[src/hw/cap_params.svh]
`ifndef CAP_PARAMS_SVH
`define CAP_PARAMS_SVH
// register byte offsets
`define CAP_OFS_MATCH 8'h00
`define CAP_OFS_GATE 8'h04
`define CAP_OFS_REDEF 8'h08
`define CAP_OFS_MODE 8'h0C
`define CAP_OFS_LATCH 8'h10
`define CAP_OFS_PTR 8'h14
`define CAP_OFS_PAD 8'h18
// reset values
`define CAP_RST_MATCH 16'h0000
`define CAP_RST_GATE 16'h07FF
`define CAP_RST_REDEF 5'h00
`define CAP_RST_MODE 4'h0
// flag register fields
`define CAP_MASK_HI 15
`define CAP_MASK_LO 8
`define CAP_VAL_HI 7
`define CAP_VAL_LO 0
// attribute word fields
`define CAP_PORT_HI 10
`define CAP_PROC_HI 4
`define CAP_BIT_CURSOR 11
`define CAP_BIT_IGNORE 12
`define CAP_BIT_LATCH 15
// mode register fields
`define CAP_MODE_SHOW 0
`define CAP_MODE_HIDE 1
`define CAP_MODE_FILL 2
`define CAP_MODE_WIDTH 3
// row widths and pointer step
`define CAP_ROW_NARROW 8'd96
`define CAP_ROW_WIDE 8'd132
`define CAP_PTR_STEP 24'h000002
`endif

[src/hw/cap_pkg.sv]
package cap_pkg;
  typedef enum logic [1:0] {
    CAP_ST_IDLE = 2'b01,
    CAP_ST_FETCH = 2'b10
  } cap_state_e;
  typedef logic [15:0] cap_word_t;
endpackage

[src/hw/cap_top.sv]
// Notes on behaviour
// RULE1: one 16-bit attribute word fetched per invoking character
// RULE2: word bits 0 to 10 drive attribute port lines 0 to 10
// RULE3: port gate register enables each line; disabled lines stay low
// RULE4: redefinition register turns off internal blink, underline, strike, sub, super
// RULE5: reverse and highlight only pass through the port
// RULE6: software never sets superscript and subscript together
// RULE7: software counts ignored characters in the hidden count
// RULE8: ignored characters suppressed unless show_ignored_chars is one
// RULE9: masked compare of code with match value decides a fetch
// RULE10: zero mask invokes every non-fill character and ignores the latch bit
// RULE11: mask and value 80 hex invoke codes with top bit set
// RULE12: flag register holds mask high byte and value low byte
// RULE13: hide_invoking_char hides invoker and moves its word to next character
// RULE14: latched word covers following non-invoking characters; unlatched only its own
// RULE15: latched state survives windows, background and frame ends
// RULE16: bit 1 underline, bit 4 superscript, bit 15 latch; null latched cancels
// RULE17: fill_attr_fetch fetches one word for the first fill character of a run
// RULE18: zero character pointer segment takes fill word from segment attribute pointer
// RULE19: short window pads; fill word follows last fetched word
// RULE20: short row pads to 96 or 132; fill word from next location
// RULE21: attribute pointer steps one word per fetch, reloads each segment
// RULE22: latched state is zero after reset
//
// The implementer's own choices: the APB interface to the registers and the address map.
`include "cap_params.svh"
`timescale 1ns/100ps
`default_nettype none
module cap_top
  import cap_pkg::*;
(
  input wire logic pclk,
  input wire logic presetn,
  input wire logic psel,
  input wire logic penable,
  input wire logic pwrite,
  input wire logic [7:0] paddr,
  input wire logic [31:0] pwdata,
  output logic [31:0] prdata,
  output logic pready,
  output logic pslverr,
  input wire logic char_valid,
  input wire logic [7:0] char_code,
  input wire logic char_fill,
  input wire logic fill_first,
  output logic char_ready,
  input wire logic seg_start,
  input wire logic [23:0] seg_attr_ptr,
  input wire logic row_start,
  input wire logic row_end,
  input wire logic win_start,
  input wire logic win_end,
  input wire logic [7:0] win_span,
  output logic attr_req,
  output logic [23:0] attr_addr,
  input wire logic attr_ack,
  input wire logic [15:0] attr_rdata,
  output logic out_valid,
  output logic [7:0] out_code,
  output logic out_display,
  output logic [4:0] out_proc_attr,
  output logic out_cursor,
  output logic [10:0] attr_out_line,
  output logic [7:0] pad_count
);

  logic [15:0] match_q;
  logic [15:0] gate_q;
  logic [4:0] redef_q;
  logic [3:0] mode_q;
  cap_word_t latch_q;
  cap_word_t pend_q;
  logic pend_v_q;
  cap_state_e state_q;
  logic [23:0] ptr_q;
  logic [7:0] hold_code_q;
  logic [7:0] row_cnt_q;
  logic [7:0] win_cnt_q;
  logic [31:0] rdata_d;
  logic map_hit;
  logic setup;
  logic wr_en;
  logic [7:0] mask_b;
  logic [7:0] val_b;
  logic mask_zero;
  logic invoke;
  logic take;
  logic apply_now;
  cap_word_t word_now;
  logic word_invoked;
  logic [7:0] row_width;

  // ---------------- APB slave ----------------
  assign setup = psel & ~penable;
  assign wr_en = psel & penable & pwrite & pready;

  always_comb begin
    map_hit = 1'b1;
    rdata_d = 32'h0000_0000;
    unique case (paddr)
      `CAP_OFS_MATCH: rdata_d[15:0] = match_q;
      `CAP_OFS_GATE: rdata_d[15:0] = gate_q;
      `CAP_OFS_REDEF: rdata_d[4:0] = redef_q;
      `CAP_OFS_MODE: rdata_d[3:0] = mode_q;
      `CAP_OFS_LATCH: rdata_d[15:0] = latch_q;
      `CAP_OFS_PTR: rdata_d[23:0] = ptr_q;
      `CAP_OFS_PAD: rdata_d[7:0] = pad_count;
      default: map_hit = 1'b0;
    endcase
  end

  // one wait-free access: pready rises for the access phase
  always_ff @(posedge pclk or negedge presetn) begin
    if (!presetn) begin
      pready <= 1'b0;
      pslverr <= 1'b0;
      prdata <= 32'h0000_0000;
    end else begin
      pready <= setup;
      pslverr <= setup & ~map_hit;
      prdata <= setup & ~pwrite ? rdata_d : 32'h0000_0000;
    end
  end

  always_ff @(posedge pclk or negedge presetn) begin
    if (!presetn) begin
      match_q <= `CAP_RST_MATCH;
      gate_q <= `CAP_RST_GATE;
      redef_q <= `CAP_RST_REDEF;
      mode_q <= `CAP_RST_MODE;
    end else if (wr_en) begin
      unique case (paddr)
        `CAP_OFS_MATCH: match_q <= pwdata[15:0]; // RULE12
        `CAP_OFS_GATE: gate_q <= pwdata[15:0]; // RULE3
        `CAP_OFS_REDEF: redef_q <= pwdata[4:0]; // RULE4
        `CAP_OFS_MODE: mode_q <= pwdata[3:0];
        default: ;
      endcase
    end
  end

  // ---------------- invoke decision ----------------
  assign mask_b = match_q[`CAP_MASK_HI:`CAP_MASK_LO];
  assign val_b = match_q[`CAP_VAL_HI:`CAP_VAL_LO];
  assign mask_zero = (mask_b == 8'h00); // RULE10
  assign take = char_valid & char_ready;
  // fill characters never match; only the run head may fetch
  always_comb begin
    if (char_fill) begin
      invoke = fill_first & mode_q[`CAP_MODE_FILL]; // RULE17
    end else begin
      invoke = ((char_code ^ val_b) & mask_b) == 8'h00; // RULE9 RULE11 RULE12
    end
  end

  // ---------------- fetch sequencer ----------------
  always_ff @(posedge pclk or negedge presetn) begin
    if (!presetn) begin
      state_q <= CAP_ST_IDLE;
      char_ready <= 1'b0;
      attr_req <= 1'b0;
      attr_addr <= 24'h00_0000;
      hold_code_q <= 8'h00;
    end else begin
      unique case (state_q)
        CAP_ST_IDLE: begin
          char_ready <= 1'b1;
          if (take && invoke) begin
            state_q <= CAP_ST_FETCH; // RULE1
            char_ready <= 1'b0;
            attr_req <= 1'b1;
            attr_addr <= seg_start ? seg_attr_ptr : ptr_q; // RULE18
            hold_code_q <= char_code;
          end
        end
        CAP_ST_FETCH: begin
          if (attr_ack) begin
            state_q <= CAP_ST_IDLE;
            attr_req <= 1'b0;
            char_ready <= 1'b1;
          end
        end
      endcase
    end
  end

  // pointer reloads per segment, steps one word per fetch
  always_ff @(posedge pclk or negedge presetn) begin
    if (!presetn) begin
      ptr_q <= 24'h00_0000;
    end else if (take && invoke) begin
      ptr_q <= (seg_start ? seg_attr_ptr : ptr_q) + `CAP_PTR_STEP; // RULE21 RULE19 RULE20
    end else if (seg_start) begin
      ptr_q <= seg_attr_ptr; // RULE21
    end
  end

  // ---------------- attribute application ----------------
  assign word_invoked = (state_q == CAP_ST_FETCH) & attr_ack;
  assign apply_now = word_invoked | (take & ~invoke);
  // pending unlatched word from a hidden invoker wins over the latched set
  assign word_now = word_invoked ? attr_rdata : (pend_v_q ? pend_q : latch_q); // RULE14

  always_ff @(posedge pclk or negedge presetn) begin
    if (!presetn) begin
      latch_q <= 16'h0000; // RULE22
      pend_q <= 16'h0000;
      pend_v_q <= 1'b0;
    end else if (word_invoked) begin
      // latch state is never cleared by frame or window edges
      if (attr_rdata[`CAP_BIT_LATCH] && !mask_zero) begin
        latch_q <= attr_rdata; // RULE14 RULE15 RULE16
        pend_v_q <= 1'b0;
      end else if (mode_q[`CAP_MODE_HIDE]) begin
        pend_q <= attr_rdata; // RULE13
        pend_v_q <= 1'b1;
      end else begin
        pend_v_q <= 1'b0;
      end
    end else if (take && !invoke) begin
      pend_v_q <= 1'b0; // RULE14
    end
  end

  always_ff @(posedge pclk or negedge presetn) begin
    if (!presetn) begin
      out_valid <= 1'b0;
      out_code <= 8'h00;
      out_display <= 1'b0;
      out_proc_attr <= 5'h00;
      out_cursor <= 1'b0;
      attr_out_line <= 11'h000;
    end else begin
      out_valid <= apply_now;
      if (apply_now) begin
        out_code <= word_invoked ? hold_code_q : char_code;
        // reverse and highlight go only to the port
        out_proc_attr <= word_now[`CAP_PROC_HI:0] & ~redef_q; // RULE4 RULE5 RULE16
        out_cursor <= word_now[`CAP_BIT_CURSOR];
        attr_out_line <= word_now[`CAP_PORT_HI:0] & gate_q[`CAP_PORT_HI:0]; // RULE2 RULE3
        out_display <= ~(word_invoked & mode_q[`CAP_MODE_HIDE])
          & ~(word_now[`CAP_BIT_IGNORE] & ~mode_q[`CAP_MODE_SHOW]); // RULE8 RULE13
      end
    end
  end

  // ---------------- padding counts ----------------
  assign row_width = mode_q[`CAP_MODE_WIDTH] ? `CAP_ROW_WIDE : `CAP_ROW_NARROW;

  always_ff @(posedge pclk or negedge presetn) begin
    if (!presetn) begin
      row_cnt_q <= 8'h00;
      win_cnt_q <= 8'h00;
      pad_count <= 8'h00;
    end else begin
      if (row_start) begin
        row_cnt_q <= 8'h00;
      end else if (take) begin
        row_cnt_q <= row_cnt_q + 8'h01;
      end
      if (win_start) begin
        win_cnt_q <= 8'h00;
      end else if (take) begin
        win_cnt_q <= win_cnt_q + 8'h01;
      end
      // upstream inserts this many fill characters
      if (win_end) begin
        pad_count <= (win_cnt_q < win_span) ? win_span - win_cnt_q : 8'h00; // RULE19
      end else if (row_end) begin
        pad_count <= (row_cnt_q < row_width) ? row_width - row_cnt_q : 8'h00; // RULE20
      end
    end
  end

endmodule
`default_nettype wire

[config.mk]
export PLATFORM = sky130hd
export DESIGN_NAME = cap_top
export DESIGN_NICKNAME = d
export VERILOG_FILES = /design/src/hw/cap_pkg.sv /design/src/hw/cap_top.sv
export VERILOG_INCLUDE_DIRS = /design/src /design/src/hw
export SDC_FILE = /design/constraint.sdc
export NUM_CORES = 1
export LEC_CHECK = 0
export BUFFER_PORTS_ARGS = -buffer_cell sky130_fd_sc_hd__buf_2
export CORE_ASPECT_RATIO = 0.75
export CORE_MARGIN = 4
export CORE_UTILIZATION = 43
export DETAILED_ROUTE_END_ITERATION = 16
export PLACE_DENSITY = 0.68
export RECOVER_POWER = 25
export REMOVE_ABC_BUFFERS = 1
export SYNTH_ARGS = -nofsm -noshare
export SYNTH_HDL_FRONTEND = slang
export SYNTH_SLANG_ARGS = --single-unit
[constraint.sdc]
create_clock -name pclk -period 2.3 [get_ports pclk]
set_input_delay 0 -clock pclk [delete_from_list [all_inputs] [get_ports pclk]]
set_output_delay 0 -clock pclk [all_outputs]
set_load 0.03 [all_outputs]
==> qor.txt, run 1 <==
Syn Inst Count -> 910
status -> finished, violations left
Via density -> 5.28
critical path launch point type -> flip-flop
via count -> 8019
post-route setup TNS -> 0 ns
Syn-to-layout area delta -> 31.7%
Placer Congestion -> 0.913
Hold Path Class -> in -> reg
CP endpoint kind -> flip-flop
placed inst area -> 11500 um2
clock latency on the worst-skew pair -> 0.50 ns
pre-CTS setup slack -> -0.0878 ns
largest fanout on the critical path -> 5
Leak -> 6.16 nW
Max Slew Vio Count -> 73
arrival time at the worst endpoint -> 2.58 ns
Clk pwr share -> 0.319
# DRC -> 0
Placed Cells -> 1398
Finished Cell Area -> 13100 um2
Power Internal -> 0.00746 W
Reg area -> 5200 um2
clock tree buffer depth -> 3
Site Rows -> 47
Setup violations, final -> 0
Slowest-stage cell, CP -> dfrtp_2
WP data required -> 2.68 ns
P_sw -> 0.00382 W
iteration-0 DRC count of the detailed router -> 662
largest net degree at the start of global routing -> 73
io pins -> 205
first drt pass iteration count -> 7
Reg clk slew, reported paths -> 0.06 ns
NumNets Final -> 1336
CTS Buf Count -> 22
ys flop type -> dfrtp_1
failing checks -> capacitance limit, slew limit
clk_skew -> 0.0115 ns
CTS Sinks -> 207
worst-path cell chain -> ha_1 > a21o_1 > a31oi_1 > nor2b_1 > nor3_2 > nor4_4 > buf_4 > a221oi_2 > nor2_1
Async S/R FF share, synth -> 1.00
register area share after synthesis -> 0.523
Finished Layout Cells -> 1520
RSZ-0062 raised after global routing -> true
CTS H-tree depth -> 1
Total Power -> 0.0113 W
fillers -> 1912
count of input and output buffers -> 180
combinational power share -> 0.275
Post-Route WL -> 28400 um
Reg power frac -> 0.406
share of layout cells above drive strength 1 -> 0.320
critical path's top delay family -> compound AO/OA/AOI/OAI gates
gr ovfl total -> 0
setup slack after layout -> 0.0955 ns
DIE HEIGHT -> 140 um
Die W -> 184 um
Crit path buffers/inverters -> 1
multi-input logic area -> 4490 um2
Max stage delay on crit path -> 0.44 ns
Die ar. -> 25600 um2
Placeable Area -> 22400 um2
Yosys warning count -> 0
most frequent cells in the layout -> dfrtp_1, buf_2, nor2_1
final hold violation count -> 0
vias in the first global route -> 8052
CTS tree -> built
Sw Ratio -> 0.339
GRT Total Usage -> 0.218
Max VDD drop -> 0.591 mV
most common cell after layout, fill and taps aside -> dfrtp_1
starting density of the core -> 0.444
clk root buf -> clkbuf_16
number of flops mapped to enable cells by yosys -> 0
Yosys reg bits -> 207
Distinct cells, synth -> 55
Power Dens Cells -> 862 nW/um2
initial antenna violation count -> 2
syn_area_per_cell -> 10.9 um2
first-pass GRT wire length -> 45000 um
min cycle time layout -> 2.20 ns
fmax -> 454 MHz
worst rel slew slack -> -0.184
Final Cycle Share -> 0.958
Synth Cell Area -> 9940 um2
remaining antenna violation count -> 0
critical path class -> reg -> reg
worst-margin pin slew -> 1.78 ns
wire length per cell -> 18.7 um
maxcap violations -> 1
post-detail-place hpwl -> 21000 um
-- through the flow --
stage	utilization	hold WS, ns
floorplan	-	-0.296
global placement	0.513	0.0627
detailed placement	0.513	0.0577
CTS	0.582	0.0103
global route	0.584	0.0495
finish	0.584	0.0293
-- worst register-to-register path: cells and delay by family (launching register included) --
kind | cells | cell delay (ns)
adders and majority gates | 1 | 0.32
DFF | 1 | 0.44
AOI/OAI and AO/OA | 3 | 0.65
buffers and inverters | 1 | 0.15
and+or+nand+nor | 4 | 0.52
-- synthesized netlist by cell type, types with 2 or more instances --
cell type,number,share of area
a21boi_0,2,0.0015
a21o_1,6,0.0045
a21oi_1,69,0.035
a221oi_1,4,0.0035
a222oi_1,9,0.0091
a22o_1,2,0.0018
a22oi_1,23,0.017
a31oi_1,3,0.0019
a32o_1,4,0.0040
a32oi_1,2,0.0018
and2_1,8,0.0050
and3_1,9,0.0057
buf_1,4,0.0015
buf_2,11,0.0055
buf_4,12,0.0091
clkbuf_1,22,0.0083
dfrtp_1,195,0.49
dfstp_2,12,0.032
ha_1,16,0.020
inv_1,27,0.010
mux2_1,2,0.0023
mux2_2,80,0.091
mux2i_1,44,0.044
nand2_1,74,0.028
nand2b_1,13,0.0082
nand3_1,12,0.0060
nand3b_1,7,0.0053
nand4_1,9,0.0057
nand4b_1,2,0.0018
nor2_1,83,0.031
nor2b_1,12,0.0076
nor3_1,7,0.0035
nor4_1,8,0.0050
o211ai_1,6,0.0045
o21a_1,2,0.0015
o21ai_0,36,0.018
o31ai_1,5,0.0038
or3_1,3,0.0019
xnor2_1,22,0.019
xor2_1,28,0.025
-- flip-flops by register name, indices dropped and copies added (netlist names), 11 cells and up --
register       flops
attr_addr         24
prdata            24
ptr_q             24
gate_q            16
latch_q           16
match_q           16
pend_q            13
attr_out_line     11
-- routing by layer --
layer  vias to the layer above  wire length (um)  track usage
met5                         -                13            0
met4                         2               527       0.0458
met3                        35              2110       0.0477
met2                       269             12500        0.333
met1                      3903             13300        0.322
li1                       3810                 -            -
-- cell families after synthesis --
kind of cell,share of synthesized area
compound gates,0.117
fa+ha+maj,0.0222
mux,0.137
xor+xnor,0.0441
buf+inv,0.0358
other cells,0.000377
simple gates,0.120
flops,0.523
-- timing repair --
action                     CTS  global route
setup endpoints to repair    8            58
buffers inserted             0             6
cloned                       0             0
hold buffers                76             0
resized for setup            6            12
hold endpoints to repair   258             0
pin swaps                    1             8
-- path summary, 6_finish.rpt --
path / startpoint / end / slack, ns / cells past startpoint
worst min register to register: latch_q[15] / latch_q[15] / 0.47 / 1
worst max register to register: mode_q[3] / pad_count[4] / 0.1 / 9
worst min-delay path: char_valid / row_cnt_q[1] / 0.03 / 4
worst max-delay path: mode_q[3] / pad_count[4] / 0.1 / 9
min in group asynchronous: presetn / out_valid / 0.52 / 2
max in group asynchronous: presetn / attr_addr[14] / 0.44 / 3
-- final cells by class --
cell class | count | share of cell area
Clock inverter | 9 | 0.00612
Sequential cell | 207 | 0.397
Tap cell | 294 | 0.0281
Inverter | 27 | 0.00774
Multi-Input combinational cell | 633 | 0.343
Timing Repair Buffer | 318 | 0.167
Antenna cell | 1 | 0.000191
Clock buffer | 31 | 0.0508
-- power groups by stage --
stage / combinational, W / sequential, W / clock, W
final: 0.00310 / 0.00458 / 0.00360
after detailed placement: 0.00298 / 0.00463 / 0
after floorplan: 0.00104 / 0.00535 / 0
after CTS: 0.00310 / 0.00458 / 0.00368
after global routing: 0.00337 / 0.00465 / 0.00385
after global placement: 0.00295 / 0.00462 / 0
(Power assumes the default switching activity.)
==> run 2, diff against run 1 <==
ABC_AREA = 1   (was default)
PLACE_DENSITY = 0.67   (was 0.68)
==> run 2 against run 1 <==
Compared with the run above: the run still ends with capacitance limit, slew limit left; utilization fell by 3.8 points; flip-flop and latch count did not move; clock-buffer cell count up 1.
==> qor.txt, run 2 <==
first drt pass iteration count -> 5
origin of the critical flop-to-flop path -> state_q[0]
crit path launch -> state_q[0]
arrival time at the worst endpoint -> 2.45 ns
number of flops mapped to enable cells by yosys -> 0
WHS -> 0.0129 ns
fillers -> 2511
WP depth -> 7
most frequent cells after synthesis -> nand2_1, dfrtp_1, inv_1
Via density -> 5.15
CTS H-tree depth -> 1
gr ovfl total -> 0
Placer Congestion -> 0.940
post-synth top area cell -> dfrtp_1
count of input and output buffers -> 180
worst-path cell chain -> inv_1 > nand2_1 > inv_1 > nand2_2 > nor2_2 > nand2_1 > o21a_1
antenna cells -> 0
most common cell after layout, fill and taps aside -> nand2_1
syn_area_per_cell -> 7.27 um2
post-detail-place hpwl -> 26900 um
Async S/R FF share, synth -> 1.00
register area share after synthesis -> 0.458
GRT Total Usage -> 0.245
starting density of the core -> 0.436
Syn Inst Count -> 1558
vias in the first global route -> 10595
clk root buf -> clkbuf_16
critical path's top delay family -> simple AND/OR/NAND/NOR gates
Final Cycle Share -> 0.893
CP endpoint kind -> flip-flop
Resize count post-CTS -> 0
post-route setup TNS -> 0 ns
Die W -> 195 um
Reg clk slew, reported paths -> 0.06 ns
crit path capture -> latch_q[5]
Max Slew Vio Count -> 66
Placeable Area -> 26000 um2
via count -> 11209
critical path launch point type -> flip-flop
top flop regs -> attr_addr x24, prdata x24, ptr_q x24
RSZ-0062 raised after global routing -> false
fmax -> 487 MHz
Power Dens Cells -> 870 nW/um2
Max VDD drop -> 0.648 mV
clk_skew -> 0.00928 ns
remaining antenna violation count -> 0
clock tree buffer depth -> 3
Distinct cells, synth -> 41
final hold violation count -> 0
count leader, synth -> nand2_1
area share of the largest cell type after synthesis -> 0.431
Finished Layout Cells -> 2176
Reg area -> 5190 um2
Slowest-stage cell, CP -> nor2_2
CTS tree -> built
Hold Path Class -> in -> reg
# DRC -> 0
largest net degree at the start of global routing -> 67
maxcap violations -> 1
Crit path buffers/inverters -> 2
most frequent cells in the layout -> nand2_1, dfrtp_1, buf_2
share of layout cells above drive strength 1 -> 0.174
worst rel slew slack -> -0.174
failing checks -> capacitance limit, slew limit
Max stage delay on crit path -> 0.92 ns
Yosys warning count -> 0
initial antenna violation count -> 0
Post-Route WL -> 36400 um
multi-input logic area -> 5240 um2
ys flop type -> dfrtp_1
Die ar. -> 29000 um2
wire length per cell -> 16.7 um
clock latency on the worst-skew pair -> 0.51 ns
largest fanout on the critical path -> 30
terminus of the critical flop-to-flop path -> latch_q[5]
CTS Buf Count -> 23
Syn-to-layout area delta -> 25.2%
top cells by area in the synthesized netlist -> dfrtp_1, nand2_1, inv_1
DIE HEIGHT -> 149 um
R2R depth -> 7
WP data required -> 2.70 ns
Synth Cell Area -> 11300 um2
io pins -> 205
reg2reg setup slack -> 0.25 ns
first-pass GRT wire length -> 57300 um
NumNets Final -> 1943
Yosys reg bits -> 207
critical path class -> reg -> reg
Site Rows -> 51
worst-margin pin slew -> 1.76 ns
Leak -> 7.42 nW
Placed Cells -> 2063
CTS Sinks -> 207
min cycle time layout -> 2.05 ns
status -> finished, violations left
iteration-0 DRC count of the detailed router -> 986
Setup violations, final -> 0
[run 2: cell types whose count changed after synthesis, sizes merged, moves of 16 or more]
cell,before,now
nand2,74,631
inv,27,156
mux2,82,0
o21ai,36,116
nand3,12,91
nor2,83,132
mux2i,44,0
a21oi,69,26
nand4,10,34
a22oi,23,0
nor3,7,26
xnor2,22,4
xor2,28,12
[run 2: worst register-to-register path: cells and delay by family (launching register included)]
kind | cells | cell delay (ns)
buffers and inverters | 2 | 0.18
DFF | 1 | 0.36
and+or+nand+nor | 4 | 1.25
AOI/OAI and AO/OA | 1 | 0.16
[run 2: logic make-up after synthesis]
kind of cell,share of synthesized area
adder cells (fa/ha/maj),0.0194
AO/OA/AOI/OAI,0.0853
buffers and inverters,0.0821
other,0.000331
flip-flops,0.458
AND/OR/NAND/NOR,0.342
XOR/XNOR,0.0124
[run 2: power by group]
part           leakage, nW  total (W)  switching (W)  internal, W
combinational         4.37    0.00368        0.00261      0.00107
clock                0.404    0.00403        0.00150      0.00252
sequential            2.65    0.00464       0.000365      0.00427
[run 2: final cells by class]
class | instances | share of cell area
multi-input cells | 1138 | 0.369
flip-flops and latches | 207 | 0.366
repair buffers | 289 | 0.135
clock buffers | 32 | 0.0458
inverters | 157 | 0.0417
well taps | 344 | 0.0303
clock inverters | 9 | 0.0120
[run 2: metrics by stage]
stage / setup slack [ns] / total power [W] / area [um2] / utilization
6_report: 0.247 / 0.0123 / 14200 / 0.546
5_1_grt: 0.00703 / 0.0130 / 14200 / 0.546
4_1_cts: 0.202 / 0.0124 / 14200 / 0.547
3_5_place_dp: 0.239 / 0.00824 / 12700 / 0.488
3_3_place_gp: 0.311 / 0.00817 / 12700 / 0.488
2_1_floorplan: -0.544 / 0.00686 / 11000 / -
[run 2: how the worst min path moves through the flow]
| stage | start | end | slack (ns) | cells after the start |
|---|---|---|---|---|
| after floorplan | presetn | attr_addr[0] | -0.30 | 0 |
| final | seg_attr_ptr[6] | ptr_q[6] | 0.01 | 5 |
| after global routing | seg_attr_ptr[6] | ptr_q[6] | 0.02 | 5 |
| after detailed placement | presetn | out_valid | 0.04 | 1 |
| after global placement | presetn | out_cursor | 0.03 | 1 |
| after CTS | win_span[1] | pad_count[1] | 0.009 | 6 |
[run 2: repair_timing]
item	CTS	global route
endpoints found under the hold margin	277	0
hold buffers	72	0
buffers inserted	0	0
[run 2: per-layer routing]
| metal | wire [um] | vias up | track usage |
|---|---|---|---|
| met3 | 3470 | 46 | 0.0587 |
| li1 | - | 5437 | - |
| met1 | 16700 | 5256 | 0.363 |
| met2 | 15400 | 470 | 0.369 |
| met5 | 0 | - | 0 |
| met4 | 799 | 0 | 0.0516 |
==> run 3, diff against run 2 <==
REMOVE_ABC_BUFFERS = default   (was 1)
SETUP_SLACK_MARGIN = 0.3   (was default)
==> run 3 against run 2 <==
Compared with the run above: largest power group unchanged; worst hold slack lost 0.018 ns; critical endpoint is now attr_out_line[3]; global-route usage is 0.45 points higher; flip-flop and latch count stayed put; die area stayed put; routed wire length up 1.1%; non-clock buffer count fell by 7; the run ends with hold timing, capacitance limit, slew limit left; largest cell class unchanged; combinational power about the same.
==> qor.txt, run 3 (synthesis gave the netlist of run 2 again) <==
CP endpoint kind -> flip-flop
DIE HEIGHT -> 149 um
first drt pass iteration count -> 7
WP data required -> 2.77 ns
post-route setup TNS -> 0 ns
Die W -> 195 um
clock tree buffer depth -> 3
remaining antenna violation count -> 0
worst rel slew slack -> -0.299
Via density -> 5.16
gr ovfl total -> 0
Post-Route WL -> 36800 um
CTS Sinks -> 207
Finished Cell Area -> 14100 um2
fmax -> 545 MHz
RSZ-0062 raised after global routing -> false
critical path launch point type -> flip-flop
arrival time at the worst endpoint -> 2.31 ns
failing checks -> hold timing, capacitance limit, slew limit
Max stage delay on crit path -> 0.87 ns
largest net degree at the start of global routing -> 73
share of layout cells above drive strength 1 -> 0.175
most frequent cells in the layout -> nand2_1, dfrtp_1, buf_2
maxcap violations -> 1
Hold Path Class -> in -> reg
Slowest-stage cell, CP -> dfrtp_1
status -> finished, violations left
io pins -> 205
cell mode on critical path -> nand2_1
Placeable Area -> 26000 um2
CTS Buf Count -> 23
Syn-to-layout area delta -> 24.7%
NumNets Final -> 1936
placed inst area -> 12600 um2
Die ar. -> 29000 um2
clk_skew -> 0.0217 ns
Site Rows -> 51
via count -> 11191
Max VDD drop -> 0.717 mV
most common cell after layout, fill and taps aside -> nand2_1
min cycle time layout -> 1.84 ns
antenna cells -> 0
top flop regs -> attr_addr x24, prdata x24, ptr_q x24
GRT Total Usage -> 0.250
first-pass GRT wire length -> 58200 um
initial antenna violation count -> 0
final hold violation count -> 1
iteration-0 DRC count of the detailed router -> 1073
Power Dens Cells -> 847 nW/um2
vias in the first global route -> 10578
post-detail-place hpwl -> 27400 um
Max Slew Vio Count -> 70
Placer Congestion -> 0.974
worst-path cell chain -> nand2_1 > o211ai_1 > o21ai_0 > nor2_1 > nand2_1 > nand2_1
Reg clk slew, reported paths -> 0.07 ns
Setup violations, final -> 0
WHS -> -0.00547 ns
# DRC -> 0
Leak -> 7.37 nW
clock latency on the worst-skew pair -> 0.53 ns
Final Cycle Share -> 0.798
Crit path buffers/inverters -> 0
fillers -> 2460
critical path's top delay family -> flip-flops
worst-margin pin slew -> 1.95 ns
largest fanout on the critical path -> 23
wire length per cell -> 17.0 um
critical path class -> reg -> reg
count of input and output buffers -> 180
CTS tree -> built
starting density of the core -> 0.436
CTS H-tree depth -> 1
clk root buf -> clkbuf_16
## run 3: cell types whose count changed in the layout (fill, tap and decap cells not counted), sizes merged
cell      before  now
buf          213  208
bufinv         5    1
clkinv         5    7
clkbuf        36   35
clkinvlp       0    1
## run 3: worst min-delay path, delay by kind of cell
kind                   cells  cell delay (ns)
AO/OA/AOI/OAI              1             0.11
AND/OR/NAND/NOR            1             0.23
buffers and inverters      1             0.13
## run 3: power breakdown
part           internal [W]  leakage [nW]  total (W)  switching [W]
sequential          0.00427          2.65    0.00465       0.000375
combinational       0.00106          4.35    0.00365        0.00260
clock               0.00211         0.367    0.00367        0.00155
## run 3: final cells by class
type                    instances  area [um2]  area share
multi-input cells            1138        5290       0.374
inverters                     157         596      0.0422
flip-flops and latches        207        5190       0.368
clock inverters                 8        68.8     0.00487
repair buffers                282        1880       0.133
well taps                     344         430      0.0305
clock buffers                  33         663      0.0469
## run 3: final timing paths
kind / from / to / slack [ns] / depth (start not counted)
setup / recovery: pend_v_q / attr_out_line[3] / 0.46 / 6
hold / removal: attr_rdata[15] / latch_q[15] / -0.005 / 3
setup reg to reg: pend_v_q / attr_out_line[3] / 0.46 / 6
hold reg to reg: latch_q[15] / latch_q[15] / 0.46 / 2
max in group asynchronous: presetn / gate_q[3] / 0.48 / 3
min in group asynchronous: presetn / attr_out_line[1] / 0.53 / 2
## run 3: metal layers
| layer | vias up | global-route usage | wire [um] |
|---|---|---|---|
| met4 | 0 | 0.0541 | 799 |
| li1 | 5428 | - | - |
| met1 | 5260 | 0.385 | 17300 |
| met5 | - | 0 | 0 |
| met2 | 454 | 0.365 | 15500 |
| met3 | 49 | 0.0489 | 3170 |
## run 3: timing repair
action	in CTS	in global routing
hold buffers	72	0
gates cloned	0	0
buffers inserted	0	2
endpoints found under the setup margin	1	50
hold endpoints to repair	301	0
resized for setup	1	14
pin swaps	0	1
## run 3: through the flow
stage,total power [W],cells,setup slack [ns],hold WS [ns],utilization
after global placement,0.00816,2054,0.369,0.0548,0.486
after global routing,0.0126,2169,0.165,0.00287,0.544
after detailed placement,0.00820,2054,0.285,0.0698,0.486
final,0.0120,2169,0.464,-0.00547,0.544
after CTS,0.0120,2167,0.369,0.00462,0.542
after floorplan,0.00697,1565,0.651,-0.296,-
